### src/rtl/bpi_pkg.sv
// shared constants for the block-transfer parameter and interrupt registers
package bpi_pkg;

    // host register port geometry
    localparam int ADDR_W  = 17;
    localparam int DATA_W  = 16;

    // register offsets, byte addresses as printed
    localparam logic [ADDR_W-1:0] OFF_STATUS   = 17'h0_8004;
    localparam logic [ADDR_W-1:0] OFF_DST_LO   = 17'h0_8010;
    localparam logic [ADDR_W-1:0] OFF_DST_HI   = 17'h0_8012;
    localparam logic [ADDR_W-1:0] OFF_PITCH    = 17'h0_8014;
    localparam logic [ADDR_W-1:0] OFF_WIDTH    = 17'h0_8018;
    localparam logic [ADDR_W-1:0] OFF_HEIGHT   = 17'h0_801C;
    localparam logic [ADDR_W-1:0] OFF_BG       = 17'h0_8020;
    localparam logic [ADDR_W-1:0] OFF_FG       = 17'h0_8024;
    localparam logic [ADDR_W-1:0] OFF_IRQ_STAT = 17'h0_8030;
    localparam logic [ADDR_W-1:0] OFF_IRQ_EN   = 17'h0_8032;
    localparam logic [ADDR_W-1:0] OFF_IND_PORT = 17'h0_002A;
    localparam logic [ADDR_W-1:0] OFF_WINDOW   = 17'h1_0000;

    // field widths and positions
    localparam int DST_W        = 21;
    localparam int DST_HI_W     = 5;
    localparam int PITCH_W      = 11;
    localparam int SIZE_W       = 10;
    localparam int COL_W        = 16;
    localparam int COL8_W       = 8;
    localparam int FLAG_BIT     = 0;
    localparam int EN_BIT       = 0;
    localparam int BUSY_BIT     = 0;
    localparam int FULL_BIT     = 4;
    localparam int NOTEMPTY_BIT = 6;

    // configuration pin decode: this pin high selects the indirect host interface
    localparam int CFG_W          = 3;
    localparam int CFG_INDIRECT_BIT = 2;

    // reset values
    localparam logic [15:0] RST_REG16 = 16'h0000;

endpackage

### src/rtl/bpi_skid2.sv
// two-entry buffer with valid and ready on both sides, outputs from flops
module bpi_skid2 #(
    parameter int W = 16
) (
    // clock and reset
    input  wire logic         ref_clk_i,
    input  wire logic         rst_i,
    input  wire logic         flush_i,
    // filling side
    input  wire logic         in_valid_i,
    input  wire logic [W-1:0] in_data_i,
    output logic              in_ready_o,
    // draining side
    output logic              out_valid_o,
    output logic [W-1:0]      out_data_o,
    input  wire logic         out_ready_i
);

    logic         out_valid_q;
    logic [W-1:0] out_data_q;
    logic         skid_valid_q;
    logic [W-1:0] skid_data_q;
    wire          push = in_valid_i & ~skid_valid_q;
    wire          move = ~out_valid_q | out_ready_i;

    assign in_ready_o  = ~skid_valid_q;
    assign out_valid_o = out_valid_q;
    assign out_data_o  = out_data_q;

    // the second entry only fills while the drain side stalls
    always_ff @(posedge ref_clk_i or posedge rst_i) begin
        if (rst_i) begin
            out_valid_q  <= 1'b0;
            out_data_q   <= '0;
            skid_valid_q <= 1'b0;
            skid_data_q  <= '0;
        end else if (flush_i) begin
            out_valid_q  <= 1'b0;
            skid_valid_q <= 1'b0;
        end else if (move && skid_valid_q) begin
            out_valid_q  <= 1'b1;
            out_data_q   <= skid_data_q;
            skid_valid_q <= 1'b0;
        end else if (move) begin
            out_valid_q  <= push;
            out_data_q   <= in_data_i;
        end else if (push) begin
            skid_valid_q <= 1'b1;
            skid_data_q  <= in_data_i;
        end
    end

endmodule

### src/rtl/bpi_blit_param_irq_regs.sv
// parameter and completion-interrupt registers of the block-transfer engine
// What this block does
// - hold 21-bit destination start address
// - hold 11-bit line pitch in words
// - pitch used only for rectangular transfers
// - width in pixels is field plus one
// - height in lines is field plus one
// - background colour: expansion background, transparency key
// - foreground colour: expansion foreground, solid fill
// - 16 bpp all bits, 8 bpp low byte
// - completion sets status flag bit zero
// - write one clears flag, zero keeps
// - enable bit zero gates completion interrupt
// - direct interface moves data through window
// - busy reads one while transfer runs
module bpi_blit_param_irq_regs (
    // clock and reset
    input  wire logic                           ref_clk_i,
    input  wire logic                           rst_i,
    input  wire logic                           soft_rst_i,
    // host register port
    input  wire logic [bpi_pkg::ADDR_W-1:0]     host_addr_i,
    input  wire logic                           host_wr_i,
    input  wire logic                           host_rd_i,
    input  wire logic [bpi_pkg::DATA_W-1:0]     host_wdata_i,
    output logic      [bpi_pkg::DATA_W-1:0]     host_rdata_o,
    output logic                                host_rvalid_o,
    // configuration pins
    input  wire logic [bpi_pkg::CFG_W-1:0]      host_interface_config_pins_i,
    // engine status and control
    input  wire logic                           eng_busy_i,
    input  wire logic                           eng_done_i,
    input  wire logic                           eng_fifo_full_i,
    input  wire logic                           eng_fmt_16bpp_i,
    input  wire logic                           eng_dst_linear_i,
    // engine parameters
    output logic      [bpi_pkg::DST_W-1:0]      eng_dst_addr_o,
    output logic      [bpi_pkg::PITCH_W-1:0]    eng_pitch_o,
    output logic      [bpi_pkg::SIZE_W:0]       eng_width_px_o,
    output logic      [bpi_pkg::SIZE_W:0]       eng_height_lines_o,
    output logic      [bpi_pkg::COL_W-1:0]      eng_bg_colour_o,
    output logic      [bpi_pkg::COL_W-1:0]      eng_fg_colour_o,
    // pixel data to the engine
    output logic      [bpi_pkg::DATA_W-1:0]     eng_wr_data_o,
    output logic                                eng_wr_valid_o,
    input  wire logic                           eng_wr_ready_i,
    // pixel data from the engine
    input  wire logic [bpi_pkg::DATA_W-1:0]     eng_rd_data_i,
    input  wire logic                           eng_rd_valid_i,
    output logic                                eng_rd_pop_o,
    // interrupt request
    output logic                                irq_o
);
    import bpi_pkg::*;

    // configuration pin synchroniser
    logic [CFG_W-1:0] cfg_meta_q;
    logic [CFG_W-1:0] cfg_sync_q;

    // registers
    logic [DST_W-1:0]   dst_q;
    logic [PITCH_W-1:0] pitch_q;
    logic [SIZE_W-1:0]  width_q;
    logic [SIZE_W-1:0]  height_q;
    logic [COL_W-1:0]   bg_q;
    logic [COL_W-1:0]   fg_q;
    logic               flag_q;
    logic               flag_d;
    logic               irq_en_q;

    // registered outputs
    logic [DST_W-1:0]   dst_out_q;
    logic [PITCH_W-1:0] pitch_out_q;
    logic [SIZE_W:0]    width_out_q;
    logic [SIZE_W:0]    height_out_q;
    logic [COL_W-1:0]   bg_out_q;
    logic [COL_W-1:0]   fg_out_q;
    logic [DATA_W-1:0]  rdata_q;
    logic               rvalid_q;
    logic               pop_q;
    logic               irq_q;

    // buffer handshake
    logic               buf_in_ready;

    // the pins come from outside the clock domain: two flops before use
    always_ff @(posedge ref_clk_i or posedge rst_i) begin
        if (rst_i) begin
            cfg_meta_q <= '0;
            cfg_sync_q <= '0;
        end else begin
            cfg_meta_q <= host_interface_config_pins_i;
            cfg_sync_q <= cfg_meta_q;
        end
    end

    // address decode
    wire direct_if   = ~cfg_sync_q[CFG_INDIRECT_BIT];
    wire sel_status  = (host_addr_i == OFF_STATUS);
    wire sel_dst_lo  = (host_addr_i == OFF_DST_LO);
    wire sel_dst_hi  = (host_addr_i == OFF_DST_HI);
    wire sel_pitch   = (host_addr_i == OFF_PITCH);
    wire sel_width   = (host_addr_i == OFF_WIDTH);
    wire sel_height  = (host_addr_i == OFF_HEIGHT);
    wire sel_bg      = (host_addr_i == OFF_BG);
    wire sel_fg      = (host_addr_i == OFF_FG);
    wire sel_stat    = (host_addr_i == OFF_IRQ_STAT);
    wire sel_en      = (host_addr_i == OFF_IRQ_EN);
    // window only answers in direct mode, the port only in indirect mode
    wire sel_data    = (direct_if & (host_addr_i == OFF_WINDOW))
                     | (~direct_if & (host_addr_i == OFF_IND_PORT));

    // write strobes
    wire wr_dst_lo   = host_wr_i & sel_dst_lo;
    wire wr_dst_hi   = host_wr_i & sel_dst_hi;
    wire wr_pitch    = host_wr_i & sel_pitch;
    wire wr_width    = host_wr_i & sel_width;
    wire wr_height   = host_wr_i & sel_height;
    wire wr_bg       = host_wr_i & sel_bg;
    wire wr_fg       = host_wr_i & sel_fg;
    wire wr_stat     = host_wr_i & sel_stat;
    wire wr_en       = host_wr_i & sel_en;
    wire wr_data     = host_wr_i & sel_data;
    wire rd_data     = host_rd_i & sel_data;

    // completion flag: a done pulse in the clearing cycle still sets it
    wire flag_clr    = wr_stat & host_wdata_i[FLAG_BIT];
    assign flag_d    = eng_done_i | (flag_q & ~flag_clr);

    // parameter registers, all cleared by either reset
    always_ff @(posedge ref_clk_i or posedge rst_i) begin
        if (rst_i) begin
            dst_q    <= '0;
            pitch_q  <= '0;
            width_q  <= '0;
            height_q <= '0;
            bg_q     <= RST_REG16;
            fg_q     <= RST_REG16;
        end else if (soft_rst_i) begin
            dst_q    <= '0;
            pitch_q  <= '0;
            width_q  <= '0;
            height_q <= '0;
            bg_q     <= RST_REG16;
            fg_q     <= RST_REG16;
        end else begin
            if (wr_dst_lo) dst_q[15:0]    <= host_wdata_i;
            if (wr_dst_hi) dst_q[DST_W-1:16] <= host_wdata_i[DST_HI_W-1:0];
            if (wr_pitch)  pitch_q  <= host_wdata_i[PITCH_W-1:0];
            if (wr_width)  width_q  <= host_wdata_i[SIZE_W-1:0];
            if (wr_height) height_q <= host_wdata_i[SIZE_W-1:0];
            if (wr_bg)     bg_q     <= host_wdata_i;
            if (wr_fg)     fg_q     <= host_wdata_i;
        end
    end

    // interrupt flag and enable
    always_ff @(posedge ref_clk_i or posedge rst_i) begin
        if (rst_i) begin
            flag_q   <= 1'b0;
            irq_en_q <= 1'b0;
        end else if (soft_rst_i) begin
            flag_q   <= 1'b0;
            irq_en_q <= 1'b0;
        end else begin
            flag_q   <= flag_d;
            if (wr_en) irq_en_q <= host_wdata_i[EN_BIT];
        end
    end

    // values handed to the engine
    wire [SIZE_W:0]    width_px   = {1'b0, width_q} + 11'd1;
    wire [SIZE_W:0]    height_ln  = {1'b0, height_q} + 11'd1;
    // pitch is zeroed for linear transfers and goes to no display path
    wire [PITCH_W-1:0] pitch_eff  = eng_dst_linear_i ? '0 : pitch_q;
    // 8 bpp colours keep only their low byte
    wire [COL_W-1:0]   bg_eff     = eng_fmt_16bpp_i ? bg_q
                                  : {{(COL_W-COL8_W){1'b0}}, bg_q[COL8_W-1:0]};
    wire [COL_W-1:0]   fg_eff     = eng_fmt_16bpp_i ? fg_q
                                  : {{(COL_W-COL8_W){1'b0}}, fg_q[COL8_W-1:0]};

    // outputs come straight from flops, one cycle behind the registers
    always_ff @(posedge ref_clk_i or posedge rst_i) begin
        if (rst_i) begin
            dst_out_q    <= '0;
            pitch_out_q  <= '0;
            width_out_q  <= '0;
            height_out_q <= '0;
            bg_out_q     <= '0;
            fg_out_q     <= '0;
            irq_q        <= 1'b0;
        end else begin
            dst_out_q    <= dst_q;
            pitch_out_q  <= pitch_eff;
            width_out_q  <= width_px;
            height_out_q <= height_ln;
            bg_out_q     <= bg_eff;
            fg_out_q     <= fg_eff;
            irq_q        <= flag_q & irq_en_q;
        end
    end

    // status: full also reflects the local buffer so the host polls one bit
    wire buf_full    = eng_fifo_full_i | ~buf_in_ready;
    wire [DATA_W-1:0] status_word = (DATA_W'(eng_busy_i) << BUSY_BIT)
                                  | (DATA_W'(buf_full) << FULL_BIT)
                                  | (DATA_W'(eng_wr_valid_o) << NOTEMPTY_BIT);
    wire [DATA_W-1:0] rdata_win   = eng_rd_valid_i ? eng_rd_data_i : '0;

    // read selection; unmapped addresses read zero
    wire [DATA_W-1:0] rd_mux =
          ({DATA_W{sel_status}} & status_word)
        | ({DATA_W{sel_dst_lo}} & dst_q[15:0])
        | ({DATA_W{sel_dst_hi}} & DATA_W'(dst_q[DST_W-1:16]))
        | ({DATA_W{sel_pitch}}  & DATA_W'(pitch_q))
        | ({DATA_W{sel_width}}  & DATA_W'(width_q))
        | ({DATA_W{sel_height}} & DATA_W'(height_q))
        | ({DATA_W{sel_bg}}     & bg_q)
        | ({DATA_W{sel_fg}}     & fg_q)
        | ({DATA_W{sel_stat}}   & DATA_W'(flag_q))
        | ({DATA_W{sel_en}}     & DATA_W'(irq_en_q))
        | ({DATA_W{sel_data}}   & rdata_win);

    // a pop takes a cycle to reach the engine, so a read right behind it is not popped
    wire pop_d = rd_data & eng_rd_valid_i & ~pop_q;

    // read answer one cycle after the strobe
    always_ff @(posedge ref_clk_i or posedge rst_i) begin
        if (rst_i) begin
            rdata_q  <= '0;
            rvalid_q <= 1'b0;
            pop_q    <= 1'b0;
        end else begin
            rdata_q  <= host_rd_i ? rd_mux : rdata_q;
            rvalid_q <= host_rd_i;
            pop_q    <= pop_d;
        end
    end

    // write data path: a stalled engine loses no word until both buffer entries are full; a further write is dropped
    bpi_skid2 #(
        .W (DATA_W)
    ) u_wbuf (
        .ref_clk_i   (ref_clk_i),
        .rst_i       (rst_i),
        .flush_i     (soft_rst_i),
        .in_valid_i  (wr_data),
        .in_data_i   (host_wdata_i),
        .in_ready_o  (buf_in_ready),
        .out_valid_o (eng_wr_valid_o),
        .out_data_o  (eng_wr_data_o),
        .out_ready_i (eng_wr_ready_i)
    );

    // output wiring
    assign host_rdata_o       = rdata_q;
    assign host_rvalid_o      = rvalid_q;
    assign eng_dst_addr_o     = dst_out_q;
    assign eng_pitch_o        = pitch_out_q;
    assign eng_width_px_o     = width_out_q;
    assign eng_height_lines_o = height_out_q;
    assign eng_bg_colour_o    = bg_out_q;
    assign eng_fg_colour_o    = fg_out_q;
    assign eng_rd_pop_o       = pop_q;
    assign irq_o              = irq_q;

    // checks on the design's own registers and outputs
    AST_DONE_SETS_FLAG: assert property (
        @(posedge ref_clk_i) disable iff (rst_i)
        eng_done_i && !soft_rst_i |=> flag_q ##1 (irq_o == irq_en_q || $changed(irq_en_q)))
        else $error("completion did not set the flag");

    AST_W1C_CLEARS: assert property (
        @(posedge ref_clk_i) disable iff (rst_i)
        wr_stat && host_wdata_i[FLAG_BIT] && !eng_done_i |=> !flag_q)
        else $error("write of one did not clear the flag");

    AST_W0_KEEPS: assert property (
        @(posedge ref_clk_i) disable iff (rst_i)
        wr_stat && !host_wdata_i[FLAG_BIT] && flag_q && !soft_rst_i |=> flag_q)
        else $error("write of zero disturbed the flag");

    AST_IRQ_MASKED: assert property (
        @(posedge ref_clk_i) disable iff (rst_i)
        !irq_en_q |=> !irq_o)
        else $error("interrupt raised while disabled");

    AST_IRQ_AND: assert property (
        @(posedge ref_clk_i) disable iff (rst_i)
        flag_q && irq_en_q |=> irq_o)
        else $error("interrupt missing with flag and enable set");

    AST_WIDTH_PLUS1: assert property (
        @(posedge ref_clk_i) disable iff (rst_i)
        wr_width && !soft_rst_i |=> ##1
            (eng_width_px_o == ({1'b0, $past(host_wdata_i[SIZE_W-1:0], 2)} + 11'd1)))
        else $error("width output is not field plus one");

    AST_HEIGHT_PLUS1: assert property (
        @(posedge ref_clk_i) disable iff (rst_i)
        wr_height && !soft_rst_i |=> ##1
            (eng_height_lines_o == ({1'b0, $past(host_wdata_i[SIZE_W-1:0], 2)} + 11'd1)))
        else $error("height output is not field plus one");

    AST_PITCH_LINEAR: assert property (
        @(posedge ref_clk_i) disable iff (rst_i)
        eng_dst_linear_i |=> (eng_pitch_o == '0))
        else $error("pitch passed on for a linear transfer");

    AST_COLOUR_8BPP: assert property (
        @(posedge ref_clk_i) disable iff (rst_i)
        !eng_fmt_16bpp_i |=> (eng_fg_colour_o[15:8] == 8'h00)
            && (eng_bg_colour_o[7:0] == $past(bg_q[7:0])))
        else $error("8 bpp colour not limited to low byte");

    AST_BUSY_READ: assert property (
        @(posedge ref_clk_i) disable iff (rst_i)
        host_rd_i && sel_status |=> host_rvalid_o
            && (host_rdata_o[BUSY_BIT] == $past(eng_busy_i)))
        else $error("busy status read back wrong");

    AST_WINDOW_PUSH: assert property (
        @(posedge ref_clk_i) disable iff (rst_i)
        wr_data && buf_in_ready && !soft_rst_i |=> eng_wr_valid_o)
        else $error("data window write did not reach the engine");

    AST_SOFT_RESET: assert property (
        @(posedge ref_clk_i) disable iff (rst_i)
        soft_rst_i |=> (width_q == '0) && !flag_q && !irq_en_q && (dst_q == '0))
        else $error("software reset left a register set");

    AST_DST_OUT: assert property (
        @(posedge ref_clk_i) disable iff (rst_i)
        wr_dst_lo && !soft_rst_i |=> ##1
            (eng_dst_addr_o[15:0] == $past(host_wdata_i, 2)))
        else $error("destination address low half not passed on");

    AST_COLOUR_16BPP: assert property (
        @(posedge ref_clk_i) disable iff (rst_i)
        eng_fmt_16bpp_i |=> (eng_fg_colour_o == $past(fg_q))
            && (eng_bg_colour_o == $past(bg_q)))
        else $error("16 bpp colour not passed on in full");

    AST_DATA_POP: assert property (
        @(posedge ref_clk_i) disable iff (rst_i)
        rd_data && eng_rd_valid_i && !eng_rd_pop_o |=> eng_rd_pop_o)
        else $error("data read did not pop the engine word");

endmodule

### config.mk
export PLATFORM = sky130hd
export DESIGN_NAME = bpi_blit_param_irq_regs
export DESIGN_NICKNAME = d
export VERILOG_FILES = /design/src/rtl/bpi_pkg.sv /design/src/rtl/bpi_skid2.sv /design/src/rtl/bpi_blit_param_irq_regs.sv
export SDC_FILE = /design/constraint.sdc
export NUM_CORES = 1
export LEC_CHECK = 0
export CAP_MARGIN = 20
export CORE_ASPECT_RATIO = 1.25
export CORE_MARGIN = 1
export CORE_UTILIZATION = 30
export CTS_BUF_LIST = sky130_fd_sc_hd__clkbuf_2 sky130_fd_sc_hd__clkbuf_4 sky130_fd_sc_hd__clkbuf_8
export CTS_CLUSTER_DIAMETER = 200
export DETAILED_ROUTE_END_ITERATION = 8
export DONT_BUFFER_PORTS = 1
export PLACE_DENSITY_LB_ADDON = 0.3
export SYNTH_ARGS = -nofsm -noshare
export SYNTH_HDL_FRONTEND = slang
export SYNTH_HIERARCHICAL = 1
export SYNTH_SLANG_ARGS = --single-unit
### constraint.sdc
create_clock -name ref_clk_i -period 8.62 [get_ports ref_clk_i]
set_input_delay 0.862 -clock ref_clk_i [delete_from_list [all_inputs] [get_ports ref_clk_i]]
set_output_delay 0.862 -clock ref_clk_i [all_outputs]
set_load 0.02 [all_outputs]
---- Yosys cells after proc, flatten, opt, wreduce, memory -nomap -nowiden ----
Cells that the tools add are included.
operators by class
  muxes and demuxes ....................... 29
  add/subtract/negate cells ............... 2
  equal/unequal tests ..................... 13
  bitwise gates (word level) .............. 54
  reduce and logical (&&, ||, !) cells .... 15
operators with widths
  operator               count
  $eq 17x16->1 const B   10
  $mux 16                10
  $or 16x16->16          10
  $and 16x16->16         4
  $mux 10                4
  $mux 11                3
  $and 16x1->16          2
  $and 16x10->16         2
  $add 10x1->11 const B  2
  $mux 21                1
  $and 1x1->1            19
  $reduce_bool 2->1      9
  $eq 17x17->1 const B   1
  $eq 17x6->1 const B    1
  $and 16x11->16         1
  $and 16x5->16          1
  $and 16x7->16          1
  $mux 1                 10
  $not 1->1              8
  $or 5x7->7             1
  $reduce_bool 3->1      2
  $mux 5                 1
  $or 1x5->5             1
  $or 1x1->1             4
  4 further kinds        5
storage, ports and cells
  logic and storage cells ................. 138
  flip-flop bits (word level) ............. 231
  bits of input ports ..................... 64
  output and inout bits ................... 122

---- Depth between registers and ports, before layout ----
  word-level depth ........................ 14
  depth in mapped cells ................... 9
  mapped depth without buffers ............ 6

---- By module ----
The synthesis kept the hierarchy.
modules (own cells, without submodules)
  module                   seq. area each (um^2)  instances  cells an instance  area an instance (um^2)
  bpi_blit_param_irq_regs  4829.6                 1          735                7841.3
  bpi_skid2                850.8                  1          118                1524.0

---- Least setup slack after synthesis ----
OpenSTA, ideal clock, no wires.
  kind .................................... input port to flip-flop
  start ................................... input port host_addr_i[1] in the netlist's numbering
  end ..................................... register u_wbuf.skid_data_q[0]
  data arrival time ....................... 2.716 ns
  data required time ...................... 8.495 ns
  cell stages on the path ................. 9
  library setup time ...................... 0.125 ns
  slack ................................... 5.779 ns
  path through ............................ buf_4 -> nor4_4 -> nand4_1 -> a21oi_1 -> and2_1 -> and3_4 -> buf_6 -> buf_12 -> mux2_4
between the ends
  cells in the longest elaborated chain, start to end .. 6
  elaborated cells between the ends (all ways) .. 8
  classes of those cells .................. 2 x eq/ne; 5 x bitwise; 1 x reduce/logical
RTL lines
  what                                                line                                                            text
  start: declaration                                  bpi_blit_param_irq_regs.sv:22                                   input wire logic [bpi_pkg::ADDR_W-1:0] host_addr_i,
  $eq 17x17->1 / $eq 17x6->1 (equally long branches)  bpi_blit_param_irq_regs.sv:110, bpi_blit_param_irq_regs.sv:111
  $and 1x1->1 (on tied branches)                      bpi_blit_param_irq_regs.sv:110, bpi_blit_param_irq_regs.sv:111
  $or 1x1->1 *                                        bpi_blit_param_irq_regs.sv:111                                  | (~direct_if & (host_addr_i == OFF_IND_PORT));
  $and 1x1->1 *                                       bpi_blit_param_irq_regs.sv:123                                  wire wr_data = host_wr_i & sel_data;
  named net wr_data                                   bpi_blit_param_irq_regs.sv:123
  $and 1x1->1 *                                       bpi_skid2.sv:23                                                 wire push = in_valid_i & ~skid_valid_q;
  $reduce_and 4->1 (no source line) *                 n/a
  end signal: assignment                              bpi_skid2.sv:49                                                 skid_data_q <= in_data_i;
  end: declaration                                    bpi_skid2.sv:22                                                 logic [W-1:0] skid_data_q;
The timed path passes the listed nets; every way through them passes the cells marked *.
A chain may end at the register's enable or synchronous reset.

---- Worst setup path after layout ----
  start ................................... input port host_addr_i[9] in the netlist's numbering
  end ..................................... register width_q[1]
between the ends
  cells in the longest elaborated chain, start to end .. 3
RTL lines
  what                                line                            text
  $eq 17x16->1                        bpi_blit_param_irq_regs.sv:103  wire sel_width = (host_addr_i == OFF_WIDTH);
  $and 1x1->1                         bpi_blit_param_irq_regs.sv:117  wire wr_width = host_wr_i & sel_width;
  $reduce_bool 2->1 (no source line)  n/a
  end signal: assignment              bpi_blit_param_irq_regs.sv:150  if (wr_width) width_q <= host_wdata_i[SIZE_W-1:0];
  end: declaration                    bpi_blit_param_irq_regs.sv:63   logic [SIZE_W-1:0] width_q;
Every way passes these cells.

==> results.py <==
metrics = {
    "clock_network": {
        "cts_root_buf": "clkbuf_8",
        "cts_setup_buffers": 0,
        "cts_tree": "yes",
        "clkLatencyLatePin_ns": 0.57,
        "cts_hold_buf": 0,
        "clockBufferDepth": 3,
        "numCtsBuffers": 39,
        "clk_pin_slew_worst_paths_ns": 0.06,
        "cts_resized": 0,
        "clkSinkCount": 227,
        "htree_num_levels": 2,
    },
    "synthesis": {
        "synth-seq-cells": 227,
        "syn_avg_cell_area_um2": 11.0,
        "yosys_warnings": 6,
        "synth-edff-count": 0,
        "ys.flop_type": "dfrtp_1",
        "synth_cell_types": 51,
        "synth.net_count": 919,
        "yosysSeqAreaShare": 0.607,
        "synthArstFlopShare": 1.00,
        "syn_inst": 853,
        "synth.cell_area_um2": 9370,
    },
    "cells_and_area": {
        "final_cell_mix": "dfrtp_1, nand2_1, a21oi_1, nor2_1, clkbuf_8",
        "nNetsFinal": 914,
        "fillers": 3080,
        "layout.cells.most_common": "dfrtp_1",
        "drive_gt1_frac": 0.136,
        "syn_to_final_growth_pct": 13.0,
        "stdcell_count": 1279,
        "finish.utilization": 0.348,
    },
    "global_route": {
        "grt_pass1_vias": 6569,
        "grt_overflow": 0,
        "use_met3": 0.0610,
        "gr-usage-met2": 0.313,
        "met1_usage": 0.225,
        "grt_pass1_wl_mm": 44.0,
        "antenna_found_initial": 1,
        "grt_max_degree": 116,
        "globalRoute.busiestLayer": "met2",
        "grtUsageTotal": 0.188,
    },
    "placed_design": {
        "hpwl_mm": 20.3,
        "place.gp.congestion": 0.840,
        "dp.cells": 1207,
        "portBuffers": 0,
    },
    "die": {
        "start_util": 0.308,
        "io_pins": 186,
        "die_area_um2": 31900,
        "die-width_um": 160,
        "coreArea_um2": 30400,
        "num_rows": 71,
        "die_h_um": 200,
    },
    "timing": {
        "setup_viol": 0,
        "setup_tns_ns": 0,
        "hold_viol": 0,
        "rsz0062_at_grt": "no",
        "period_needed_ns": 2.66,
        "max-slew-margin-rel": 0.286,
        "fin_worst_skew_ns": 0.0233,
        "tightest_slew_ns": 1.07,
        "max_freq_mhz": 376,
        "fin_crit_sh": 0.309,
        "final_max_slew_viol_count": 0,
    },
    "worst_setup_path": {
        "crit_fanout": 14,
        "cp.arrival_ns": 3.11,
        "cp_data_required_time_ns": 9.07,
        "worstSetupEndpointType": "register",
        "cp-start-kind": "primary input",
        "critPathKind": "primary input to register",
        "r2r_cells": 3,
    },
    "pwr": {
        "clkPwrFrac": 0.490,
        "netSwitchingPower_uw": 514,
        "power.share.switching": 0.226,
        "irDropWorstVdd_mv": 0.0822,
        "p_per_area_nw_per_um2": 214,
        "seq_power_share": 0.487,
        "share_comb_of_total_power": 0.023,
        "p_leak_nw": 4.52,
        "power_mw": 2.27,
        "internal_power_mw": 1.76,
    },
    "status": {
        "status": "complete, no violations",
    },
    "flow_run": {
        "max-cap-violations": 0,
    },
    "detailed_routing": {
        "ant_nets": 0,
        "wl_mm": 29.8,
        "wl_per_cell_um": 23.3,
        "vias": 6564,
        "via_per_inst": 5.13,
        "drc": 0,
        "drt_iter0_markers": 499,
        "firstDrtPassIters": 6,
    },
    "hold_path": {
        "hold_path_class": "primary input to async pin",
    },
}
## logic make-up (layout without fill, tap and decap cells)
kind of cell	Yosys count	in the layout	share of synthesized area
DFF	227	227	0.607
muxes	63	63	0.0744
and+or+nand+nor	311	311	0.164
other	0	1	0
AOI/OAI and AO/OA	167	167	0.103
xor gates and xnor gates	16	16	0.0150
adders and majority gates	2	2	0.00267
buffers and inverters	67	91	0.0347
## power by group through the flow
| stage | Combinational [mW] | Clock [mW] | Sequential [mW] |
|---|---|---|---|
| floorplan | 0.0532 | 0 | 1.12 |
| global placement | 0.0522 | 0 | 1.12 |
| detailed placement | 0.0534 | 0 | 1.12 |
| CTS | 0.0534 | 1.14 | 1.10 |
| global route | 0.0617 | 1.19 | 1.11 |
| finish | 0.0525 | 1.11 | 1.10 |
## registers in the layout, summed over array words and instances (netlist names), 10 cells and up
name and count:
u_wbuf/skid_data_q 16, dst_q 21, width_q 10, height_q 10, eng_bg_colour_o 16, eng_pitch_o 11, bg_q 16, eng_height_lines_o 11
eng_dst_addr_o 21, host_rdata_o 16, eng_fg_colour_o 16, pitch_q 11, u_wbuf/out_data_o 16, eng_width_px_o 11, fg_q 16
## area by class of cell
class	instances	area, µm²	share of cell area
Timing Repair Buffer	8	83.8	0.00792
Antenna cell	1	2.50	0.000236
Sequential cell	227	5680	0.537
Inverter	13	56.3	0.00532
Clock inverter	7	110	0.0104
Tap cell	401	502	0.0474
Multi-Input combinational cell	559	3370	0.318
Clock buffer	63	779	0.0737
## worst max-delay path, stage by stage
cell and delay (ns):
nor4_4 0.53, nand4_1 0.63, or4_1 0.87, nand2_1 0.15, a21oi_1 0.07
## cells in the mapped netlist (all sizes together) (3+ instances only)
master,number,area [µm²]
a21oi,77,385
a222oi,8,80.1
a22oi,14,105
a31oi,17,106
and2,19,119
and3,7,48.8
and4,3,26.3
buf,21,151
clkbuf,33,125
dfrtp,227,5680
inv,13,48.8
mux2,23,297
mux2i,40,400
nand2,140,526
nand3,32,160
nand4,13,87.6
nor2,55,206
nor2b,14,95.1
nor3,10,66.3
nor4,5,82.6
nor4b,5,56.3
o21ai,44,220
xnor2,10,87.6
xor2,6,52.6
## routing by layer
metal | vias up | share of wire
li1 | 2944 | -
met1 | 3323 | 0.40
met2 | 243 | 0.50
met3 | 54 | 0.079
met4 | 0 | 0.030
met5 | - | 0
## per-stage QoR
step | setup slack [ns] | area (µm²) | hold slack, ns
3_3_place_gp | 5.42 | 9650 | 0.337
2_1_floorplan | 2.50 | 9370 | 0.331
5_1_grt | 5.76 | 10600 | 0.304
3_5_place_dp | 5.42 | 9660 | 0.340
4_1_cts | 6.00 | 10600 | 0.290
6_report | 5.96 | 10600 | 0.292
## path summary, 6_finish.rpt
path                                            startpoint                                  to  slack (ns)
max                                         host_addr_i[9]              width_q[1]$_DFFE_PP0P_        5.96
max in group asynchronous                            rst_i         eng_dst_addr_o[5]$_DFF_PP0_        7.19
min                                                  rst_i        eng_bg_colour_o[0]$_DFF_PP0_        0.29
min in group ref_clk_i     host_interface_config_pins_i[2]             cfg_meta_q[2]$_DFF_PP0_        0.34
max reg2reg                 u_wbuf/out_valid_o$_DFFE_PP0P_  u_wbuf/skid_data_q[12]$_DFFE_PP0P_        6.56
min reg2reg                        cfg_meta_q[2]$_DFF_PP0_             cfg_sync_q[2]$_DFF_PP0_        0.35
Note: power is estimated with default switching activity, not from simulation.
